## src/geir_consts.vh

```
`ifndef GEIR_CONSTS_VH
`define GEIR_CONSTS_VH

// Interruption-information layout
`define GEIR_VEC_LO        0
`define GEIR_VEC_HI        7
`define GEIR_TYPE_LO       8
`define GEIR_TYPE_HI       10
`define GEIR_ERRV_BIT      11
`define GEIR_UNBLK_BIT     12
`define GEIR_VALID_BIT     31
`define GEIR_RSVD_W        18

// Interruption types
`define GEIR_T_EXT         3'h0
`define GEIR_T_NMI         3'h2
`define GEIR_T_HW          3'h3
`define GEIR_T_SWINT       3'h4
`define GEIR_T_PRIVSW      3'h5
`define GEIR_T_SW          3'h6

// Instruction-information layout
`define GEIR_II_RSVD2_W    1
`define GEIR_II_RSVD14_W   4

// Read select codes
`define GEIR_SEL_W         4
`define GEIR_SEL_EXIT_INFO 4'h0
`define GEIR_SEL_EXIT_ERR  4'h1
`define GEIR_SEL_VEC_INFO  4'h2
`define GEIR_SEL_VEC_ERR   4'h3
`define GEIR_SEL_INSN_LEN  4'h4
`define GEIR_SEL_LIN_ADDR  4'h5
`define GEIR_SEL_INSN_INFO 4'h6
`define GEIR_SEL_IO_COUNT  4'h7
`define GEIR_SEL_IO_SRC    4'h8
`define GEIR_SEL_IO_DST    4'h9
`define GEIR_SEL_IO_PTR    4'hA
`define GEIR_SEL_INSN_ERR  4'hB

// Snapshot register indexes
`define GEIR_SNAP_N        4
`define GEIR_SNAP_COUNT    0
`define GEIR_SNAP_SRC      1
`define GEIR_SNAP_DST      2
`define GEIR_SNAP_PTR      3

`define GEIR_ZERO32        32'h00000000
`define GEIR_ZERO64        64'h0000000000000000

`endif

```

## src/geir_recorder.v

```verilog
`timescale 1ns/1ps
`default_nettype none
`include "geir_consts.vh"

module geir_recorder (
	input  wire        clk,
	input  wire        reset,
	input  wire        exit_strobe,
	input  wire        exit_by_event,
	input  wire        ack_intr_on_exit,
	input  wire [7:0]  event_vector,
	input  wire [2:0]  event_type,
	input  wire        event_has_err,
	input  wire [31:0] event_err_code,
	input  wire        nmi_unblock_interrupt_return_instr,
	input  wire        delivering,
	input  wire [7:0]  dlv_vector,
	input  wire [2:0]  dlv_type,
	input  wire        dlv_has_err,
	input  wire [31:0] dlv_err_code,
	input  wire        exit_by_instr,
	input  wire [31:0] instr_length,
	input  wire        lin_addr_used,
	input  wire [63:0] lin_addr,
	input  wire        virt_instr_exit,
	input  wire        virt_instr_mem_only,
	input  wire [1:0]  scaling,
	input  wire [3:0]  first_reg_operand,
	input  wire [2:0]  addr_size,
	input  wire        operand_is_reg,
	input  wire [2:0]  seg_reg,
	input  wire [3:0]  index_reg_operand,
	input  wire        no_index,
	input  wire [3:0]  base_reg_operand,
	input  wire        no_base,
	input  wire [3:0]  second_reg_operand,
	input  wire        smi_after_io,
	input  wire [63:0] pre_count_register,
	input  wire [63:0] pre_source_index_register,
	input  wire [63:0] pre_dest_index_register,
	input  wire [63:0] pre_instruction_pointer,
	input  wire        instr_err_strobe,
	input  wire [31:0] instr_err_code,
	input  wire        rd_strobe,
	input  wire [3:0]  rd_sel,
	input  wire        wr_strobe,
	output reg         exit_done_ff,
	output reg         rd_valid_ff,
	output reg  [63:0] rd_data_ff,
	output reg         wr_fail_ff
);

	reg [31:0] exit_info_ff;
	reg [31:0] exit_err_ff;
	reg [31:0] vec_info_ff;
	reg [31:0] vec_err_ff;
	reg [31:0] insn_len_ff;
	reg [63:0] lin_addr_ff;
	reg [31:0] insn_info_ff;
	reg [63:0] io_snap_ff [0:`GEIR_SNAP_N-1];
	reg [31:0] insn_err_ff;

	// Builds an info record; reserved bits 30:13 always zero
	function [31:0] info_word;
		input [7:0] vec;
		input [2:0] typ;
		input       errv;
		input       bit12;
		begin
			info_word = `GEIR_ZERO32;
			info_word[`GEIR_VEC_HI:`GEIR_VEC_LO]   = vec;
			info_word[`GEIR_TYPE_HI:`GEIR_TYPE_LO] = typ;
			info_word[`GEIR_ERRV_BIT]              = errv;
			info_word[`GEIR_UNBLK_BIT]             = bit12;
			info_word[`GEIR_VALID_BIT]             = 1'b1;
		end
	endfunction

	// Types that an exit itself may report
	function exit_type_ok;
		input [2:0] typ;
		begin
			case (typ)
				`GEIR_T_EXT: exit_type_ok = 1'b1;
				`GEIR_T_NMI: exit_type_ok = 1'b1;
				`GEIR_T_HW:  exit_type_ok = 1'b1;
				`GEIR_T_SW:  exit_type_ok = 1'b1;
				default:     exit_type_ok = 1'b0;
			endcase
		end
	endfunction

	function is_sw_event;
		input [2:0] typ;
		begin
			case (typ)
				`GEIR_T_SWINT:  is_sw_event = 1'b1;
				`GEIR_T_PRIVSW: is_sw_event = 1'b1;
				`GEIR_T_SW:     is_sw_event = 1'b1;
				default:        is_sw_event = 1'b0;
			endcase
		end
	endfunction

	// Types that a record of interrupted delivery may carry
	function vec_type_ok;
		input [2:0] typ;
		begin
			case (typ)
				`GEIR_T_SWINT:  vec_type_ok = 1'b1;
				`GEIR_T_PRIVSW: vec_type_ok = 1'b1;
				default:        vec_type_ok = exit_type_ok(typ);
			endcase
		end
	endfunction

	// 32-bit fields read back zero-extended into the 64-bit data path
	function [63:0] widen32;
		input [31:0] word;
		begin
			widen32 = {`GEIR_ZERO32, word};
		end
	endfunction

	// Exit-side qualifiers, all sampled in the strobe cycle
	// External interrupts count only when they are acknowledged on exit
	wire ext_ok = (event_type != `GEIR_T_EXT) || ack_intr_on_exit;
	wire rec_exit = exit_strobe && exit_by_event && ext_ok && exit_type_ok(event_type);
	wire exit_errv = event_has_err && (event_type == `GEIR_T_HW);
	wire dlv_type_ok = vec_type_ok(dlv_type);
	wire rec_vec = exit_strobe && delivering && dlv_type_ok;
	wire dlv_errv = dlv_has_err && (dlv_type == `GEIR_T_HW);
	wire len_used = exit_by_instr || (delivering && is_sw_event(dlv_type));
	wire mem_bit = operand_is_reg && !virt_instr_mem_only;

	// Instruction information, top field first; undefined fields pass inputs through
	// Reserved bits 14:11 and 2 are driven as zero
	wire [31:0] insn_word = {
		second_reg_operand,
		no_base,
		base_reg_operand,
		no_index,
		index_reg_operand,
		seg_reg,
		{`GEIR_II_RSVD14_W{1'b0}},
		mem_bit,
		addr_size,
		first_reg_operand,
		{`GEIR_II_RSVD2_W{1'b0}},
		scaling
	};

	// Snapshot inputs gathered so that one loop captures them all
	wire [63:0] io_pre [0:`GEIR_SNAP_N-1];
	assign io_pre[`GEIR_SNAP_COUNT] = pre_count_register;
	assign io_pre[`GEIR_SNAP_SRC]   = pre_source_index_register;
	assign io_pre[`GEIR_SNAP_DST]   = pre_dest_index_register;
	assign io_pre[`GEIR_SNAP_PTR]   = pre_instruction_pointer;

	// Next values; the whole record for one exit commits at a single edge
	reg [31:0] nxt_exit_info;
	reg [31:0] nxt_exit_err;
	reg [31:0] nxt_vec_info;
	reg [31:0] nxt_vec_err;
	reg [31:0] nxt_insn_len;
	reg [63:0] nxt_lin_addr;
	reg [31:0] nxt_insn_info;
	reg [31:0] nxt_insn_err;

	always @*
	begin
		nxt_exit_info = exit_info_ff;
		nxt_exit_err  = exit_err_ff;
		nxt_vec_info  = vec_info_ff;
		nxt_vec_err   = vec_err_ff;
		nxt_insn_len  = insn_len_ff;
		nxt_lin_addr  = lin_addr_ff;
		nxt_insn_info = insn_info_ff;
		if (exit_strobe)
		begin
			if (rec_exit)
				nxt_exit_info = info_word(event_vector, event_type, exit_errv,
					nmi_unblock_interrupt_return_instr);
			else
				nxt_exit_info = `GEIR_ZERO32;
			// Without a valid code the previous one is kept, not cleared
			if (rec_exit && exit_errv)
				nxt_exit_err = event_err_code;
			// Bit 12 has no meaning here, so it is held at zero
			if (rec_vec)
				nxt_vec_info = info_word(dlv_vector, dlv_type, dlv_errv, 1'b0);
			else
				nxt_vec_info = `GEIR_ZERO32;
			if (rec_vec && dlv_errv)
				nxt_vec_err = dlv_err_code;
			if (len_used)
				nxt_insn_len = instr_length;
			if (lin_addr_used)
				nxt_lin_addr = lin_addr;
			if (virt_instr_exit)
				nxt_insn_info = insn_word;
		end
	end

	// The error field belongs to instruction execution; exits never touch it
	always @*
	begin
		nxt_insn_err = insn_err_ff;
		if (instr_err_strobe)
			nxt_insn_err = instr_err_code;
	end

	// Done follows the edge that commits the whole record
	always @(posedge clk)
	begin
		if (reset)
			exit_done_ff <= 1'b0;
		else
			exit_done_ff <= exit_strobe;
	end

	always @(posedge clk)
	begin
		if (reset)
			exit_info_ff <= `GEIR_ZERO32;
		else
			exit_info_ff <= nxt_exit_info;
	end

	always @(posedge clk)
	begin
		if (reset)
			exit_err_ff <= `GEIR_ZERO32;
		else
			exit_err_ff <= nxt_exit_err;
	end

	always @(posedge clk)
	begin
		if (reset)
			vec_info_ff <= `GEIR_ZERO32;
		else
			vec_info_ff <= nxt_vec_info;
	end

	always @(posedge clk)
	begin
		if (reset)
			vec_err_ff <= `GEIR_ZERO32;
		else
			vec_err_ff <= nxt_vec_err;
	end

	always @(posedge clk)
	begin
		if (reset)
			insn_len_ff <= `GEIR_ZERO32;
		else
			insn_len_ff <= nxt_insn_len;
	end

	always @(posedge clk)
	begin
		if (reset)
			lin_addr_ff <= `GEIR_ZERO64;
		else
			lin_addr_ff <= nxt_lin_addr;
	end

	always @(posedge clk)
	begin
		if (reset)
			insn_info_ff <= `GEIR_ZERO32;
		else
			insn_info_ff <= nxt_insn_info;
	end

	always @(posedge clk)
	begin
		if (reset)
			insn_err_ff <= `GEIR_ZERO32;
		else
			insn_err_ff <= nxt_insn_err;
	end

	// Snapshots only for a system-management exit right after an I/O instruction
	integer k;
	always @(posedge clk)
	begin
		for (k = 0; k < `GEIR_SNAP_N; k = k + 1)
		begin
			if (reset)
				io_snap_ff[k] <= `GEIR_ZERO64;
			else if (exit_strobe && smi_after_io)
				io_snap_ff[k] <= io_pre[k];
		end
	end

	reg [63:0] nxt_rd_data;

	// Reads in the exit cycle still return the previous record
	// Unmapped selects are answered with zero rather than ignored
	always @*
	begin
		nxt_rd_data = `GEIR_ZERO64;
		case (rd_sel)
			`GEIR_SEL_EXIT_INFO: nxt_rd_data = widen32(exit_info_ff);
			`GEIR_SEL_EXIT_ERR:  nxt_rd_data = widen32(exit_err_ff);
			`GEIR_SEL_VEC_INFO:  nxt_rd_data = widen32(vec_info_ff);
			`GEIR_SEL_VEC_ERR:   nxt_rd_data = widen32(vec_err_ff);
			`GEIR_SEL_INSN_LEN:  nxt_rd_data = widen32(insn_len_ff);
			`GEIR_SEL_LIN_ADDR:  nxt_rd_data = lin_addr_ff;
			`GEIR_SEL_INSN_INFO: nxt_rd_data = widen32(insn_info_ff);
			`GEIR_SEL_IO_COUNT:  nxt_rd_data = io_snap_ff[`GEIR_SNAP_COUNT];
			`GEIR_SEL_IO_SRC:    nxt_rd_data = io_snap_ff[`GEIR_SNAP_SRC];
			`GEIR_SEL_IO_DST:    nxt_rd_data = io_snap_ff[`GEIR_SNAP_DST];
			`GEIR_SEL_IO_PTR:    nxt_rd_data = io_snap_ff[`GEIR_SNAP_PTR];
			`GEIR_SEL_INSN_ERR:  nxt_rd_data = widen32(insn_err_ff);
			default:             nxt_rd_data = `GEIR_ZERO64;
		endcase
	end

	// Read answer stands for the one cycle after the strobe; data is zero otherwise
	always @(posedge clk)
	begin
		if (reset)
			rd_valid_ff <= 1'b0;
		else
			rd_valid_ff <= rd_strobe;
	end

	always @(posedge clk)
	begin
		if (reset)
			rd_data_ff <= `GEIR_ZERO64;
		else
			rd_data_ff <= rd_strobe ? nxt_rd_data : `GEIR_ZERO64;
	end

	// Any write attempt is refused; no field changes
	always @(posedge clk)
	begin
		if (reset)
			wr_fail_ff <= 1'b0;
		else
			wr_fail_ff <= wr_strobe;
	end

endmodule
`default_nettype wire

```

## config.mk

```make
export PLATFORM = sky130hd
export DESIGN_NAME = geir_recorder
export DESIGN_NICKNAME = d
export VERILOG_FILES = /design/src/geir_recorder.v
export VERILOG_INCLUDE_DIRS = /design/src /design/src/src
export SDC_FILE = /design/constraint.sdc
export NUM_CORES = 1
export LEC_CHECK = 0
export BUFFER_PORTS_ARGS = -buffer_cell sky130_fd_sc_hd__buf_4
export CELL_PAD_IN_SITES_DETAIL_PLACEMENT = 0
export CELL_PAD_IN_SITES_GLOBAL_PLACEMENT = 1
export CORE_ASPECT_RATIO = 0.5
export CORE_MARGIN = 2
export CORE_UTILIZATION = 44
export CTS_BUF_LIST = sky130_fd_sc_hd__clkbuf_4 sky130_fd_sc_hd__clkbuf_8 sky130_fd_sc_hd__clkbuf_16
export DETAILED_ROUTE_END_ITERATION = 8
export PLACE_DENSITY = 0.95
export SYNTH_ARGS = -nofsm -noshare
export SYNTH_HDL_FRONTEND = slang
export SYNTH_SLANG_ARGS = --single-unit
```

## constraint.sdc

```tcl
create_clock -name clk -period 29.9 [get_ports clk]
set_input_delay 8.97 -clock clk [delete_from_list [all_inputs] [get_ports clk]]
set_output_delay 8.97 -clock clk [all_outputs]
set_load 0.02 [all_outputs]
```

==> flow_summary.toml <==
[status]
status = "complete, no violations"

[synth]
synth_nets = 2623
postSynth.asyncResetShare = 0
synthTopCellsByArea = "edfxtp_1 34%, dfxtp_1 28%, and2_1 7.3%, nand2_1 6.6%, a21oi_1 5.3%"
synth_edf_count = 256
ys_seq_area_frac = 0.619
yosysTopAreaCellShare = 0.341
synth-main-ff-cell = "dfxtp_1"
synth_seq_cells = 569
syn_area_sq_um = 22500
synthCells = 2105
synth_cell_types = 55
ys_top_cells_by_count = "394 x nand2_1, 313 x dfxtp_1, 262 x and2_1"
synth_top_area_cell = "edfxtp_1"
ys_warn_count = 0
synth.most_common_cell = "nand2_1"
syn_avg_cell_area_sq_um = 10.7

[detailed_routing]
dr.pass1.iters = 9
wl_microns = 79800
route.detailed.drc = 0
viasPerCell = 5.68
wl_per_cell_microns = 23.9
vias = 18955
antenna_left = 0
drt-initial-drc-count = 2531

[critical_path]
crit_family = "buffers and inverters"
path_cells = "clkbuf_8, nand2b_4, buf_4, buf_4"
crit_type = "in -> reg"
reg2reg_from = "insn_info_ff[28]"
worst_path_most_repeated_cell = "buf_4"
end_kind = "flip-flop"
cp-start-kind = "input pin"
rr_endpoint = "rd_data_ff[28]"
path_buf_inv = 3
critPathRequiredTime_ps = 30080
slowest_stage = "buf_4"
crit_path_max_incr_delay_ps = 920
critPathArrivalTime_ps = 12010
r2r_slack_ps = 28230
worst-path-max-fanout = 86
rr_worst_depth = 4

[sta]
period_needed_ps = 11830
holdWs_ps = 454
min_period_over_period = 0.396
skew_ps = 28.7
finalSetupViolCount = 0
rsz0062_at_grt = "no"
tightest_slew_ps = 1160
slew_violations = 0
clock.fmax_mhz = 84.5
relSlewSlack = 0.226
hold_violations = 0
setup-tns-final_ps = 0
fin_ws_ps = 18070

[clock_network]
post-cts-setup-buffers = 0
htreeDepth = 2
clock_sinks = 569
cts_buffers = 50
hold_buffers = 0
clk_pin_slew_ps = 60
root_buffer = "clkbuf_16"
clock_latency_ps = 590
cts_tree = "done"
cts_resized = 0
cts.path.max_buffers = 3

[grt]
grt_pass1_wl_microns = 113000
grt_max_degree = 127
grt.total_usage = 0.288
antenna_found_initial = 13
grt_pass1_vias = 18090
overflow = 0

[power_and_ir_drop]
switchingPower_uw = 393
p_leak_uw = 0.0113
comb_power_share = 0.089
p_int_uw = 1310
netSwitchingFraction = 0.231
powerDensity_nw_per_um2 = 58.5
pwr-share-clk = 0.396
power_frac_seq = 0.515
ir_worst_vdd_mv = 0.0452

[floorplanning]
ios = 585
dieArea_sq_um = 53200
dieWidth_microns = 324
die_y_microns = 164
start_util = 0.447
rows = 58
core_sq_um = 50400

[finish]
fin_cells = 3339
nets = 3115
drive_gt1_frac = 0.277
synthToLayoutAreaGrowth_pct = 29.0
fin_area_sq_um = 29100

[placed_design]
post-place-ws_ps = 17570
place_area_sq_um = 27400
place_hpwl_microns = 54700
placed_cells = 3235
io_buffers = 584
gp_congestion = 0.949

[flow_run]
maxCapViolations = 0

[worst_hold_path]
min_path_type = "reg -> reg"
holdPathStages = 2
hold_end = "exit_err_ff[23]"
holdCritStartpoint = "exit_err_ff[23]"
==> tightest hold or removal path: cells and delay by family, from the launching register on <==
family          cells  cell delay (ps)
compound gates      1               50
simple gates        1               50
flops               1              310
==> power groups by stage <==
| stage | sequential [uW] | combinational (uW) | clock (uW) |
|---|---|---|---|
| 2_1_floorplan | 892 | 62.8 | 0 |
| 3_3_place_gp | 890 | 148 | 0 |
| 3_5_place_dp | 892 | 149 | 0 |
| 4_1_cts | 875 | 150 | 677 |
| 5_1_grt | 879 | 161 | 712 |
| 6_report | 876 | 152 | 674 |
==> cell usage in the layout (no fill, tap or decap), drive strengths merged, types with 3 or more instances in the layout <==
cell | Yosys | routed
and2 | 262 | 262
bufinv | 0 | 4
mux2 | 7 | 7
nor2b | 12 | 12
a22oi | 117 | 117
buf | 67 | 609
a222oi | 35 | 35
clkbuf | 103 | 73
inv | 2 | 4
a22o | 24 | 24
nor2 | 80 | 80
nand3b | 4 | 4
o21ai | 3 | 3
diode | 0 | 12
a221o | 16 | 16
a221oi | 28 | 28
a21oi | 238 | 238
a32oi | 3 | 3
nand2 | 394 | 394
a31oi | 29 | 29
o21a | 3 | 3
o32ai | 5 | 5
nor3 | 6 | 6
o22ai | 3 | 3
clkinv | 1 | 15
mux2i | 45 | 45
dfxtp | 313 | 313
nand3 | 6 | 6
nand2b | 9 | 9
edfxtp | 256 | 256
==> per-stage QoR <==
step / power [uW] / util
floorplan: 955 / -
global placement: 1040 / 0.542
detailed placement: 1040 / 0.542
CTS: 1700 / 0.576
global route: 1750 / 0.577
finish: 1700 / 0.577
==> sequential cells by signal, summed over array words and instances (netlist names) <==
name          flops
exit_done_ff      1
exit_info_ff     14
vec_err_ff       32
insn_len_ff      32
insn_err_ff      32
vec_info_ff      13
io_snap_ff      256
exit_err_ff      32
insn_info_ff     27
rd_data_ff       64
wr_fail_ff        1
rd_valid_ff       1
lin_addr_ff      64
==> worst max-delay path by stage <==
| stage | slack [ps] | end | cells after the start | startpoint |
|---|---|---|---|---|
| 2_1_floorplan | 13640 | io_snap_ff[0][0] | 3 | reset |
| 3_3_place_gp | 17640 | io_snap_ff[0][32] | 4 | reset |
| 3_5_place_dp | 17570 | io_snap_ff[2][20] | 4 | reset |
| 4_1_cts | 18160 | io_snap_ff[3][20] | 4 | reset |
| 5_1_grt | 17960 | io_snap_ff[2][36] | 4 | reset |
| 6_report | 18070 | io_snap_ff[2][40] | 4 | reset |
==> cells by family after synthesis <==
logic type | after synthesis | share of synthesized area
muxes | 54 | 0.0255
AOI/OAI and AO/OA | 521 | 0.156
xor gates and xnor gates | 1 | 0.000389
buffers and inverters | 173 | 0.0328
DFF | 569 | 0.619
and+or+nand+nor | 787 | 0.167
==> layer usage <==
metal / wire [microns] / GRT usage / up-vias
met5: 0 / 0 / -
met4: 4050 / 0.146 / 0
met3: 6590 / 0.0408 / 220
met2: 39600 / 0.484 / 1038
met1: 29600 / 0.367 / 9195
li1: - / - / 8502
==> area by class of cell <==
| type | count | area, sq um |
|---|---|---|
| Antenna cell | 12 | 30.0 |
| Inverter | 3 | 11.3 |
| Fill cell | 4265 | 21400 |
| Tap cell | 690 | 863 |
| Timing Repair Buffer | 610 | 4590 |
| Clock buffer | 72 | 1480 |
| Multi-Input combinational cell | 1363 | 7950 |
| Clock inverter | 20 | 216 |
| Sequential cell | 569 | 14000 |
No activity file was read; power rests on OpenSTA's default activity.
